## config.mk

```make
export PLATFORM = sky130hd
export DESIGN_NAME = ifs_core
export DESIGN_NICKNAME = d
export VERILOG_FILES = /design/src/design/ifs_pkg.sv /design/src/design/ifs_core.sv
export SDC_FILE = /design/constraint.sdc
export NUM_CORES = 1
export LEC_CHECK = 0
export ABC_AREA = 1
export BUFFER_PORTS_ARGS = -buffer_cell sky130_fd_sc_hd__buf_4
export CORE_MARGIN = 5
export CORE_UTILIZATION = 46
export CTS_CLUSTER_DIAMETER = 40
export CTS_CLUSTER_SIZE = 25
export DETAILED_ROUTE_END_ITERATION = 8
export GPL_ROUTABILITY_DRIVEN = 0
export HOLD_SLACK_MARGIN = 0.1
export PLACE_DENSITY = 0.87
export SYNTH_ARGS = -nofsm -noshare
export SYNTH_HDL_FRONTEND = slang
export SYNTH_SLANG_ARGS = --single-unit
```

## constraint.sdc

```tcl
create_clock -name ref_clk -period 1.5 [get_ports ref_clk]
set_input_delay 0.15 -clock ref_clk [delete_from_list [all_inputs] [get_ports ref_clk]]
set_output_delay 0.15 -clock ref_clk [all_outputs]
set_load 0.01 [all_outputs]
```

## src/design/ifs_pkg.sv

```systemverilog
// package: constants and types for the instruction fetch sequencer
package ifs_pkg;

	// widths of counter, bank, rom bus, data byte and instruction word
	localparam int PC_W = 13;
	localparam int BANK_W = 2;
	localparam int ROM_AW = 16;
	localparam int DATA_W = 8;
	localparam int WORD_W = 16;
	localparam int WAVE_W = 11;
	localparam int WAVE_PAD = 5;

	// oscillator divide and phase count per instruction cycle
	localparam int OSC_DIV = 2;
	localparam int PHASES = 4;

	// register map (byte offsets on the register port)
	localparam logic [7:0] COUNTER_LOW_BYTE_OFS = 8'h06;

	// reset values and fixed vectors
	localparam logic [PC_W-1:0] PC_RESET = 13'h0000;
	localparam logic [BANK_W-1:0] BANK_RESET = 2'h0;
	localparam logic [PC_W-1:0] VEC_TMR0 = 13'h0008;
	localparam logic [PC_W-1:0] VEC_TMR1 = 13'h000C;
	localparam logic [WORD_W-1:0] WORD_RESET = 16'h0000;
	localparam logic [DATA_W-1:0] BYTE_ZERO = 8'h00;

	// phase in which the wavetable owns the rom bus
	localparam logic [1:0] WAVE_PHASE = 2'h1;

	// instruction-cycle phase states
	typedef enum logic [1:0] {
		PH_T1 = 2'b00,
		PH_T2 = 2'b01,
		PH_T3 = 2'b10,
		PH_T4 = 2'b11
	} ifs_phase_e;

	// kind of counter change requested by the executing instruction
	typedef enum logic [2:0] {
		CTL_NONE = 3'b000,
		CTL_JUMP = 3'b001,
		CTL_CALL = 3'b010,
		CTL_RET = 3'b011,
		CTL_SKIP = 3'b100,
		CTL_TMR0 = 3'b101,
		CTL_TMR1 = 3'b110
	} ifs_ctl_e;

	// control request from decoder/stack/interrupt logic
	typedef struct packed {
		ifs_ctl_e kind;
		logic [PC_W-1:0] target;
	} ifs_ctl_s;

	// bank write request from an executing instruction
	typedef struct packed {
		logic write;
		logic [BANK_W-1:0] bank;
	} ifs_bank_s;

endpackage

```

## src/design/ifs_core.sv

```systemverilog
// instruction fetch sequencer: clock phases, pipeline, counter, rom address
// How it works
// - the processor clock is the oscillator divided by two.
// - the processor clock makes four one-hot phases, four per instruction cycle.
// - the next word is fetched while the previous one executes, one per cycle.
// - a counter-changing instruction costs a second, dummy cycle.
// - the instruction pointer is thirteen bits, 8192 words per bank.
// - each fetch advances the instruction pointer by one.
// - jumps, low-byte writes, calls, reset, interrupts and returns load it.
// - a taken skip drops the fetched word and runs a dummy cycle instead.
// - the low byte is readable and writable at register address 06H.
// - writing the low byte is a short jump inside the current 256-word page.
// - one 16-bit rom address bus serves fetches and wavetable reads.
// - fetch addresses combine the two bank bits and the thirteen pointer bits.
// - the fetch address is bank times 8192 plus the pointer.
// - after reset fetching starts at 000H of bank zero.
// - a bank change takes effect at the end of the next instruction cycle, dummy or not.
// - an acknowledged first-timer interrupt goes to 008H of the current bank.
module ifs_core (
	// clock and reset
	input wire logic ref_clk,
	input wire logic arst_n,
	// register port
	input wire logic [7:0] regAddr,
	input wire logic [ifs_pkg::DATA_W-1:0] regWdata,
	input wire logic regWr,
	input wire logic regRd,
	output logic [ifs_pkg::DATA_W-1:0] regRdata,
	// execution control from decoder, stack and interrupt logic
	input wire ifs_pkg::ifs_ctl_s ctlReq,
	input wire ifs_pkg::ifs_bank_s bankReq,
	// wavetable request
	input wire logic waveReq,
	input wire logic [ifs_pkg::WAVE_W-1:0] waveStart,
	output logic [ifs_pkg::WORD_W-1:0] waveData,
	output logic waveDone,
	// shared rom
	output logic [ifs_pkg::ROM_AW-1:0] romAddr,
	input wire logic [ifs_pkg::WORD_W-1:0] romData,
	// timing and pipeline outputs
	output logic procClk,
	output logic [ifs_pkg::PHASES-1:0] phaseClk,
	output logic cycleEnd,
	output logic [ifs_pkg::WORD_W-1:0] execWord,
	output logic execValid,
	output logic [ifs_pkg::PC_W-1:0] instrPointer,
	output logic [ifs_pkg::BANK_W-1:0] romBankSelect
);

	// true for every control kind except none, skip included
	function automatic logic isTransfer(input ifs_pkg::ifs_ctl_e kind);
		isTransfer = (kind != ifs_pkg::CTL_NONE);
	endfunction

	// true when a register address hits the low-byte register
	function automatic logic hitLow(input logic [7:0] addr);
		hitLow = (addr == ifs_pkg::COUNTER_LOW_BYTE_OFS);
	endfunction

	// clock divider and phase state
	logic divHalf;
	logic next_divHalf;
	logic next_procClk;
	ifs_pkg::ifs_phase_e phase;
	ifs_pkg::ifs_phase_e next_phase;
	logic [ifs_pkg::PHASES-1:0] next_phaseClk;
	logic procEdge;

	// pipeline and counter state
	logic [ifs_pkg::PC_W-1:0] next_instrPointer;
	logic [ifs_pkg::BANK_W-1:0] next_romBankSelect;
	logic [ifs_pkg::BANK_W-1:0] bankPend;
	logic [ifs_pkg::BANK_W-1:0] next_bankPend;
	logic bankArmed;
	logic next_bankArmed;
	logic bankWait;
	logic next_bankWait;
	logic [ifs_pkg::WORD_W-1:0] next_execWord;
	logic next_execValid;
	logic lowPend;
	logic next_lowPend;
	logic [ifs_pkg::DATA_W-1:0] lowData;
	logic [ifs_pkg::DATA_W-1:0] next_lowData;

	// register port and wavetable state
	logic [ifs_pkg::DATA_W-1:0] next_regRdata;
	logic [ifs_pkg::WORD_W-1:0] next_waveData;
	logic next_waveDone;
	logic waveSlot;

	// divide oscillator by two, step phase on each processor clock fall
	always_comb begin
		next_divHalf = ~divHalf;
		next_procClk = next_divHalf;
		procEdge = divHalf;
		next_phase = phase;
		if (procEdge) begin
			case (phase)
				ifs_pkg::PH_T1: next_phase = ifs_pkg::PH_T2;
				ifs_pkg::PH_T2: next_phase = ifs_pkg::PH_T3;
				ifs_pkg::PH_T3: next_phase = ifs_pkg::PH_T4;
				ifs_pkg::PH_T4: next_phase = ifs_pkg::PH_T1;
				default: next_phase = ifs_pkg::PH_T1;
			endcase
		end
		next_phaseClk = '0;
		for (int i = 0; i < ifs_pkg::PHASES; i++) begin
			next_phaseClk[i] = (next_phase == ifs_pkg::ifs_phase_e'(i));
		end
	end

	// cycle boundary: last oscillator edge of phase four
	assign cycleEnd = procEdge && (phase == ifs_pkg::PH_T4);

	always_ff @(posedge ref_clk or negedge arst_n) begin
		if (!arst_n) begin
			divHalf <= 1'b0;
			procClk <= 1'b0;
			phase <= ifs_pkg::PH_T1;
			phaseClk <= 4'h1;
		end else begin
			divHalf <= next_divHalf;
			procClk <= next_procClk;
			phase <= next_phase;
			phaseClk <= next_phaseClk;
		end
	end

	// wavetable owns the rom bus during phase two when asked
	assign waveSlot = waveReq && (phase == ifs_pkg::WAVE_PHASE);

	// shared rom address: wavetable start padded, or bank above pointer
	always_comb begin
		if (waveSlot) begin
			romAddr = {waveStart, {ifs_pkg::WAVE_PAD{1'b0}}};
		end else begin
			romAddr = {1'b0, romBankSelect, instrPointer};
		end
	end

	// wavetable data latched at end of its phase
	always_comb begin
		next_waveData = waveData;
		next_waveDone = 1'b0;
		if (waveSlot && procEdge) begin
			next_waveData = romData;
			next_waveDone = 1'b1;
		end
	end

	always_ff @(posedge ref_clk or negedge arst_n) begin
		if (!arst_n) begin
			waveData <= ifs_pkg::WORD_RESET;
			waveDone <= 1'b0;
		end else begin
			waveData <= next_waveData;
			waveDone <= next_waveDone;
		end
	end

	// low-byte write is held until the cycle boundary, read returns the pointer low byte one clock later
	always_comb begin
		next_lowPend = lowPend;
		next_lowData = lowData;
		next_regRdata = ifs_pkg::BYTE_ZERO;
		if (regWr && hitLow(regAddr)) begin
			next_lowPend = 1'b1;
			next_lowData = regWdata;
		end else if (cycleEnd) begin
			next_lowPend = 1'b0;
		end
		if (regRd && hitLow(regAddr)) begin
			next_regRdata = instrPointer[ifs_pkg::DATA_W-1:0];
		end
	end

	always_ff @(posedge ref_clk or negedge arst_n) begin
		if (!arst_n) begin
			lowPend <= 1'b0;
			lowData <= ifs_pkg::BYTE_ZERO;
			regRdata <= ifs_pkg::BYTE_ZERO;
		end else begin
			lowPend <= next_lowPend;
			lowData <= next_lowData;
			regRdata <= next_regRdata;
		end
	end

	// pointer, pipeline and bank update at each instruction-cycle boundary
	always_comb begin
		next_instrPointer = instrPointer;
		next_execWord = execWord;
		next_execValid = execValid;
		next_romBankSelect = romBankSelect;
		next_bankPend = bankPend;
		next_bankArmed = bankArmed;
		next_bankWait = bankWait;
		if (cycleEnd) begin
			// fetched word moves to execute, pointer steps on
			next_execWord = romData;
			next_execValid = 1'b1;
			next_instrPointer = instrPointer + 13'h0001;
			if (lowPend) begin
				// short jump within the current page
				next_instrPointer = {instrPointer[ifs_pkg::PC_W-1:ifs_pkg::DATA_W],
					lowData};
				next_execValid = 1'b0;
			end else if (execValid && isTransfer(ctlReq.kind)) begin
				case (ctlReq.kind)
					ifs_pkg::CTL_JUMP,
					ifs_pkg::CTL_CALL,
					ifs_pkg::CTL_RET: next_instrPointer = ctlReq.target;
					ifs_pkg::CTL_SKIP: next_instrPointer = instrPointer + 13'h0001;
					ifs_pkg::CTL_TMR0: next_instrPointer = ifs_pkg::VEC_TMR0;
					ifs_pkg::CTL_TMR1: next_instrPointer = ifs_pkg::VEC_TMR1;
					default: next_instrPointer = instrPointer + 13'h0001;
				endcase
				// fetched word is discarded, dummy cycle follows
				next_execValid = 1'b0;
			end
			// bank write: armed now, applied at the end of the next instruction cycle
			if (bankArmed && !bankWait) begin
				next_romBankSelect = bankPend;
				next_bankArmed = 1'b0;
			end else if (bankWait) begin
				next_bankWait = 1'b0;
			end
			if (execValid && bankReq.write) begin
				next_bankPend = bankReq.bank;
				next_bankArmed = 1'b1;
				next_bankWait = 1'b0;
			end
		end
	end

	always_ff @(posedge ref_clk or negedge arst_n) begin
		if (!arst_n) begin
			instrPointer <= ifs_pkg::PC_RESET;
			romBankSelect <= ifs_pkg::BANK_RESET;
			execWord <= ifs_pkg::WORD_RESET;
			execValid <= 1'b0;
			bankPend <= ifs_pkg::BANK_RESET;
			bankArmed <= 1'b0;
			bankWait <= 1'b0;
		end else begin
			instrPointer <= next_instrPointer;
			romBankSelect <= next_romBankSelect;
			execWord <= next_execWord;
			execValid <= next_execValid;
			bankPend <= next_bankPend;
			bankArmed <= next_bankArmed;
			bankWait <= next_bankWait;
		end
	end

endmodule

```

# [After elaboration in Yosys (flattened, before gate mapping)]
# Cells that the tools add are included.
[word_totals] ff_bits=77 out_inout_bits=79 word_cells=68
[op_classes] n_addsub=1 n_eq_ne=13 muxes=16 n_bitwise=2 reduce_logical=20
[ops] op="$pmux 13 s3" n=1
[ops] op="$mux 16" n=1
[ops] op="$mux 8" n=2
[ops] op="$add 13x1->13 const B" n=1
[ops] op="$mux 13" n=1
[ops] op="$reduce_and 2->1" n=5
[ops] op="$mux 1" n=9
[ops] op="$eq 2x2->1 const B" n=4
[ops] op="$eq 8x3->1 const B" n=1
[ops] op="$logic_and 1x1->1" n=8
[ops] op="$pmux 2 s4" n=1
[ops] op="$eq 3x2->1 const B" n=2
[ops] op="$eq 3x3->1 const B" n=2
[ops] op="$eq 2x1->1 const B" n=2
[ops] op="$logic_not 2->1" n=2
[ops] op="$reduce_bool 2->1" n=2
[ops] op="$eq 3x1->1 const B" n=1
[ops] op="$reduce_bool 3->1" n=1
[ops] op="$reduce_or 3->1" n=1
[ops] op="$mux 2" n=1
[ops] op="$ne 2x1->1 const B" n=1
[ops] op="$not 1->1" n=2
[ops] op="$logic_not 1->1" n=1

# [Depth between registers and ports, before layout]
# Gate-level depths: netlist of run 1.
[depth] word_depth=5 depth_mapped=9

# [Worst setup path before layout of run 1]
# No wires, ideal clock.
[synth_timing] kind="reg-to-output" startpoint="reg phase[1]" endpoint="out romAddr[10] (netlist name)" t_arrival_ns=1.326 required_time_ns=1.350 setup_slack_ns=0.024 path_stages_with_launch=7 path_buffers=1 cell_sequence="dfrtp_1 > inv_1 > ha_1 > nand2_1 > inv_1 > clkbuf_1 > o21ai_0"
[synth_between] elab_chain_len=3
[synth_rtl] element="start: declaration" line="ifs_core.sv:64" rtl="ifs_pkg::ifs_phase_e phase;"
[synth_rtl] element="start signal: assignment" line="ifs_core.sv:119" rtl="phase <= ifs_pkg::PH_T1;"
[synth_rtl] element="start signal: assignment" line="ifs_core.sv:124" rtl="phase <= next_phase;"
[synth_rtl] element="$eq 2x1->1" line="ifs_core.sv:130" rtl="assign waveSlot = waveReq && (phase == ifs_pkg::WAVE_PHASE);"
[synth_rtl] element="$logic_and 1x1->1" line="ifs_core.sv:130"
[synth_rtl] element="$mux 16" line="ifs_core.sv:134" rtl="if (waveSlot) begin"
[synth_rtl] element="end: declaration" line="ifs_core.sv:38" rtl="output logic [ifs_pkg::ROM_AW-1:0] romAddr,"
# Every way passes these cells.

# [Worst setup path in the final report of run 1]
# Same ends and word-level chain as after synthesis.

==> flow_summary.json, run 1 <==
{
  "cap_violations": 0,
  "grtUsageTotal": 0.238,
  "post-dp-hpwl_um": 7840,
  "dr.pass1.iters": 5,
  "finalCriticalPeriod_ps": 1710,
  "synth_seq_cells": 76,
  "yosysMostFrequentCell": "nand2_1",
  "fin_cells": 762,
  "yosys-top-cells-area": "dfrtp_1 (52%), nand2_1 (15%), inv_1 (5.5%)",
  "area_growth_pct": 64.8,
  "post_synth_instance_area_um2": 3620,
  "synth-edff-count": 0,
  "synth_top_area_share": 0.519,
  "cts_num_sinks": 76,
  "utilization": 0.775,
  "placedCellCount": 698,
  "ir_worst_vdd_mv": 0.495,
  "synthSimpleGateAreaFrac": 0.272,
  "syn_area_per_cell_um2": 7.95,
  "path_buf_inv": 4,
  "num_vias": 3893,
  "yosys-top-cells-count": "nand2_1 (140), dfrtp_1 (75), inv_1 (53), nor2_1 (47), nand3_1 (30)",
  "die_h_um": 98.7,
  "setup_viol": 27,
  "cp_slowest_stage_delay_ps": 410,
  "synth_compound_gate_area_share": 0.0952,
  "register_area_um2": 1900,
  "violations": "negative setup slack",
  "postRouteAntennaNets": 0,
  "drt-total-wl_um": 13000,
  "power.density_nw_per_um2": 909,
  "cp_slowest_cell": "dfrtp_1",
  "drc_errors": 0,
  "layout_setup_ws_ps": -210,
  "cts_buffer_depth": 2,
  "cts-root-buf": "clkbuf_8",
  "skew_ps": 14.3,
  "pre_cts_ws_ps": 2.15,
  "synth_nets": 527,
  "cts_tree": "yes",
  "drt_iter0_drc": 209,
  "grt_pass1_wl_um": 18600,
  "synthMuxAreaShare": 0,
  "antenna_found_initial": 1,
  "critical_path.top_delay_family": "buffers and inverters",
  "core_um2": 7690,
  "synth-seq-area-share": 0.526,
  "hold_viol": 0,
  "grt_pass1_vias": 3739,
  "fin_nets": 726,
  "dieArea_um2": 9730,
  "yosysWarnings": 0,
  "cp_max_fo": 6,
  "end_kind": "output port",
  "htree_num_levels": 3,
  "synth_xor_area_frac": 0.00484,
  "drive_above_1_share": 0.422,
  "post-route-period-util": 1.14,
  "startpoint_type": "flop",
  "synth-async-reset-ratio": 1.00,
  "cts_buffers": 9,
  "synth_cells": 455,
  "worst_pin_slew_ps": 634,
  "synth-adder-area-share": 0.0173,
  "synth_top_family_by_area": "simple AND/OR/NAND/NOR gates",
  "slew_headroom": 0.576,
  "run_status": "finished, violations left",
  "synthFlopType": "dfrtp_1",
  "hold_path_class": "in2reg",
  "grt_max_degree": 37,
  "routedWlPerCell_um": 17.0,
  "crit_arrival_ps": 1560,
  "pin_count": 146,
  "crit_cells": 8,
  "clk_pin_slew_worst_paths_ps": 90,
  "start_util": 0.470,
  "die_x_um": 98.7,
  "required_ps": 1350,
  "critical_path_class": "reg2out",
  "drv_slew": 0,
  "clkLatencyLatePin_ps": 350,
  "ys_types": 30,
  "overflow": 0,
  "rr_worst_depth": 8,
  "nFillCells": 485,
  "rsz0062_at_grt": "yes",
  "finalPower_uw": 5420,
  "path_cells": "inv_2 -> ha_4 -> nand2_4 -> inv_8 -> clkbuf_16 -> nand2_1 -> o21ai_1 -> buf_4",
  "min_path_cells": 3,
  "via_per_inst": 5.11,
  "synth_largest_area_cell": "dfrtp_1",
  "multi_input_area_um2": 1660,
  "leakage_uw": 0.00314,
  "io_buffer_count": 145,
  "fmax_mhz": 585,
  "rows": 32
}
[stage by stage]
stage / area (µm²) / setup TNS (ps) / hold slack, ps
final: 5960 / -2970 / 103
after global routing: 5960 / -4720 / 110
after CTS: 5580 / -2190 / 102
after detailed placement: 4870 / 0 / 50.4
after global placement: 4870 / 0 / 48.9
after floorplan: 3620 / 0 / -146
[flip-flops by register name (all words and copies together), names as in the netlist]
register	flops
bankArmed	1
bankPend	2
divHalf	1
execValid	1
execWord	16
instrPointer	13
lowData	8
lowPend	1
phase	2
phaseClk	4
regRdata	8
romBankSelect	2
waveData	16
waveDone	1
[layer usage]
metal	routed length (µm)	vias to the layer above	share of wire	track usage
li1	-	1822	-	-
met1	4940	1853	0.38	0.289
met2	6810	183	0.52	0.426
met3	899	35	0.069	0.0446
met4	331	0	0.025	0.0788
met5	0	-	0	0
[cell usage in the layout, fill, tap and decap left out, types with 3 or more instances in the layout]
cell type,n
buf_4,149
nand2_1,114
dfrtp_1,74
inv_1,48
nor2_1,37
nand3_1,29
dlygate4sd3_1,29
o21ai_1,27
nand2_2,25
buf_6,14
o21ai_2,12
nor2_2,12
clkbuf_8,10
o21ai_0,8
inv_2,6
a21oi_2,6
nor2_4,5
nand2_4,5
clkbuf_16,4
buf_12,4
inv_6,3
a21oi_1,3
nand4_1,3
ha_4,3
buf_8,3
[path summary, 6_finish.rpt]
path | from | to | slack, ps
worst max register to register | phase[0] | phaseClk[1] | -50
min in group asynchronous | arst_n | waveData[9] | 230
worst min-delay path | romData[3] | execWord[3] | 100
max in group asynchronous | arst_n | regRdata[5] | 690
worst max-delay path | phase[1] | romAddr[10] | -210
worst min register to register | lowData[0] | lowData[0] | 480
[cell families (layout without fill, tap and decap cells)]
family                     after synthesis  count (layout)
AOI/OAI and AO/OA                       62              62
and+or+nand+nor                        236             236
DFF                                     76              76
other                                    0               1
xor gates and xnor gates                 2               2
adders and majority gates                5               5
buffers and inverters                   74             278
[area by class of cell]
type                    count  share of cell area
flip-flops and latches     76               0.320
clock buffers              10              0.0231
diodes                      1            0.000420
inverters                  58              0.0395
clock inverters             6              0.0118
well taps                 102              0.0214
multi-input cells         305               0.279
repair buffers            204               0.305
[power by group]
group | leakage (µW) | internal, µW | switching (µW)
Clock | 0.000107 | 830 | 829
Sequential | 0.000948 | 2210 | 176
Combinational | 0.00208 | 673 | 701
[worst reg2reg max path, stage by stage, from the launching register on]
cell     delay, ps
dfrtp_1        440
buf_6          150
buf_6          120
inv_6           50
ha_4           190
or2_4          260
o21ai_4         80
inv_2           80
nor2_2         100
[what timing repair did]
item	in CTS	in global routing
setup buffers	8	4
hold buffers	29	0
gates resized for setup	43	80
pin swaps	5	8
endpoints found under the setup margin	21	70
hold endpoints to repair	112	0
cloned	1	5
Power figures use the tool's default switching activity.
==> inputs of run 2 (changes only) <==
--- a/config.mk
+++ b/config.mk
@@ -7,14 +7,16 @@
 export LEC_CHECK = 0
 export ABC_AREA = 1
 export BUFFER_PORTS_ARGS = -buffer_cell sky130_fd_sc_hd__buf_4
+export CELL_PAD_IN_SITES_DETAIL_PLACEMENT = 2
+export CELL_PAD_IN_SITES_GLOBAL_PLACEMENT = 2
 export CORE_MARGIN = 5
-export CORE_UTILIZATION = 46
+export CORE_UTILIZATION = 26
 export CTS_CLUSTER_DIAMETER = 40
 export CTS_CLUSTER_SIZE = 25
 export DETAILED_ROUTE_END_ITERATION = 8
 export GPL_ROUTABILITY_DRIVEN = 0
 export HOLD_SLACK_MARGIN = 0.1
-export PLACE_DENSITY = 0.87
+export PLACE_DENSITY = 0.89
 export SYNTH_ARGS = -nofsm -noshare
 export SYNTH_HDL_FRONTEND = slang
 export SYNTH_SLANG_ARGS = --single-unit
==> flow_summary.json, run 2 (synthesis results as in run 1) <==
{
  "grt_max_degree": 41,
  "placedCellCount": 775,
  "reg_top3": "execWord (16), waveData (16), instrPointer (13)",
  "slew_headroom": 0.521,
  "finalCriticalPeriod_ps": 1730,
  "dieArea_um2": 16400,
  "grt_pass1_vias": 4394,
  "end_kind": "output port",
  "pin_count": 146,
  "core_um2": 13800,
  "htree_num_levels": 3,
  "post-route-period-util": 1.16,
  "final_common_cell": "buf_4",
  "cap_violations": 0,
  "fin_cells": 833,
  "io_buffer_count": 145,
  "whs_ps": 119,
  "cts_buffers": 9,
  "drt_iter0_drc": 166,
  "rows": 43,
  "r2r-start": "phase[0]",
  "crit_end": "romAddr[10]",
  "rr_worst_depth": 10,
  "clkLatencyLatePin_ps": 350,
  "finalSetupTns_ps": -4170,
  "cts_num_sinks": 76,
  "drc_errors": 0,
  "routedWlPerCell_um": 20.2,
  "die_h_um": 128,
  "cts_tree": "yes",
  "fin_nets": 722,
  "drt-total-wl_um": 16800,
  "violations": "negative setup slack",
  "dr.pass1.iters": 4,
  "crit_arrival_ps": 1580,
  "antenna_found_initial": 0,
  "fmax_mhz": 576,
  "drv_slew": 0,
  "critical_path_class": "reg2out",
  "startpoint": "phase[1]",
  "run_status": "finished, violations left",
  "r2r_end": "instrPointer[8]",
  "cts_buffer_depth": 2,
  "cp_max_fo": 6,
  "skew_ps": 11.3,
  "finalPower_uw": 5960,
  "start_util": 0.263,
  "hold_viol": 0,
  "hold_path_class": "in2reg",
  "layout_setup_ws_ps": -235,
  "grtUsageTotal": 0.192,
  "clk_pin_slew_worst_paths_ps": 60,
  "die_x_um": 128,
  "overflow": 0,
  "num_vias": 3929,
  "setup_viol": 37,
  "rsz0062_at_grt": "yes",
  "startpoint_type": "flop",
  "nFillCells": 1516,
  "leakage_uw": 0.00313,
  "required_ps": 1350,
  "cts-root-buf": "clkbuf_16",
  "drive_above_1_share": 0.391,
  "r2r_setup_slack_ps": -140,
  "power.density_nw_per_um2": 988,
  "postRouteAntennaNets": 0,
  "area_growth_pct": 66.8,
  "final_cell_mix": "buf_4 (150), nand2_1 (129), dfrtp_1 (74)",
  "grt_pass1_wl_um": 23900,
  "via_per_inst": 4.72,
  "worst_pin_slew_ps": 716,
  "post-dp-hpwl_um": 10900,
  "diodes": 0,
  "ir_worst_vdd_mv": 0.723
}
## run 2: cell types whose count changed in the layout (fill, tap and decap cells not counted), moves of 6 or more
cell	delta
nand2_1	+15
clkbuf_8	-9
nor2_4	+6
clkbuf_16	+7
o21ai_2	-7
o21ai_0	+9
nand2_2	-16
## run 2: per-stage QoR
stage	worst slack (ps)	area, µm²	util
2_1_floorplan	24.5	3620	-
3_3_place_gp	38.2	4950	0.359
3_5_place_dp	-117	4950	0.359
4_1_cts	-182	5740	0.417
5_1_grt	-315	6030	0.438
6_report	-235	6030	0.438
## run 2: per-layer routing
metal  share of wire  vias up  GRT usage
met5               0        -          0
met4           0.030        0     0.0743
met3           0.038       34     0.0413
met2            0.54      120      0.350
met1            0.39     1966      0.217
li1                -     1809          -
## run 2: worst min path at each step
| stage | start | end | slack, ps | depth (start not counted) |
|---|---|---|---|---|
| final | regWr | lowData[6] | 120 | 3 |
| after global routing | regWr | lowData[6] | 120 | 3 |
| after CTS | bankReq[2] | bankArmed | 100 | 3 |
| after detailed placement | arst_n | phaseClk[1] | 50 | 1 |
| after global placement | arst_n | phaseClk[1] | 40 | 1 |
| after floorplan | arst_n | bankArmed | -150 | 0 |
## run 2: critical path: stages (launching register included)
cell and delay, ps:
dfrtp_1 390, inv_2 90, ha_4 160, nand2_8 70, clkinv_8 80, clkbuf_16 160, nand2_1 60, o21ai_1 80
buf_4 140
## run 2: area by class of cell
type	instances	area, µm²	share of cell area
Clock inverter	4	26.3	0.00436
Tap cell	180	225	0.0373
Timing Repair Buffer	200	1740	0.289
Sequential cell	76	1900	0.316
Inverter	58	240	0.0398
Clock buffer	10	239	0.0396
Multi-Input combinational cell	305	1650	0.274
## run 2: report_power, final
group	switching (µW)	internal (µW)	leakage, µW	total, µW
Sequential	197	2210	0.000949	2410
Combinational	791	705	0.00206	1500
Clock	908	1150	0.000131	2060
Total	1900	4060	0.00313	5960
## run 2: what timing repair did
action                     4_1_cts  5_1_grt
pin swaps                        3        9
hold endpoints to repair       106        0
setup buffers                    5        5
gates cloned                     2        3
gates resized for setup         51       53
setup endpoints to repair       38       53
hold buffers                    29        0
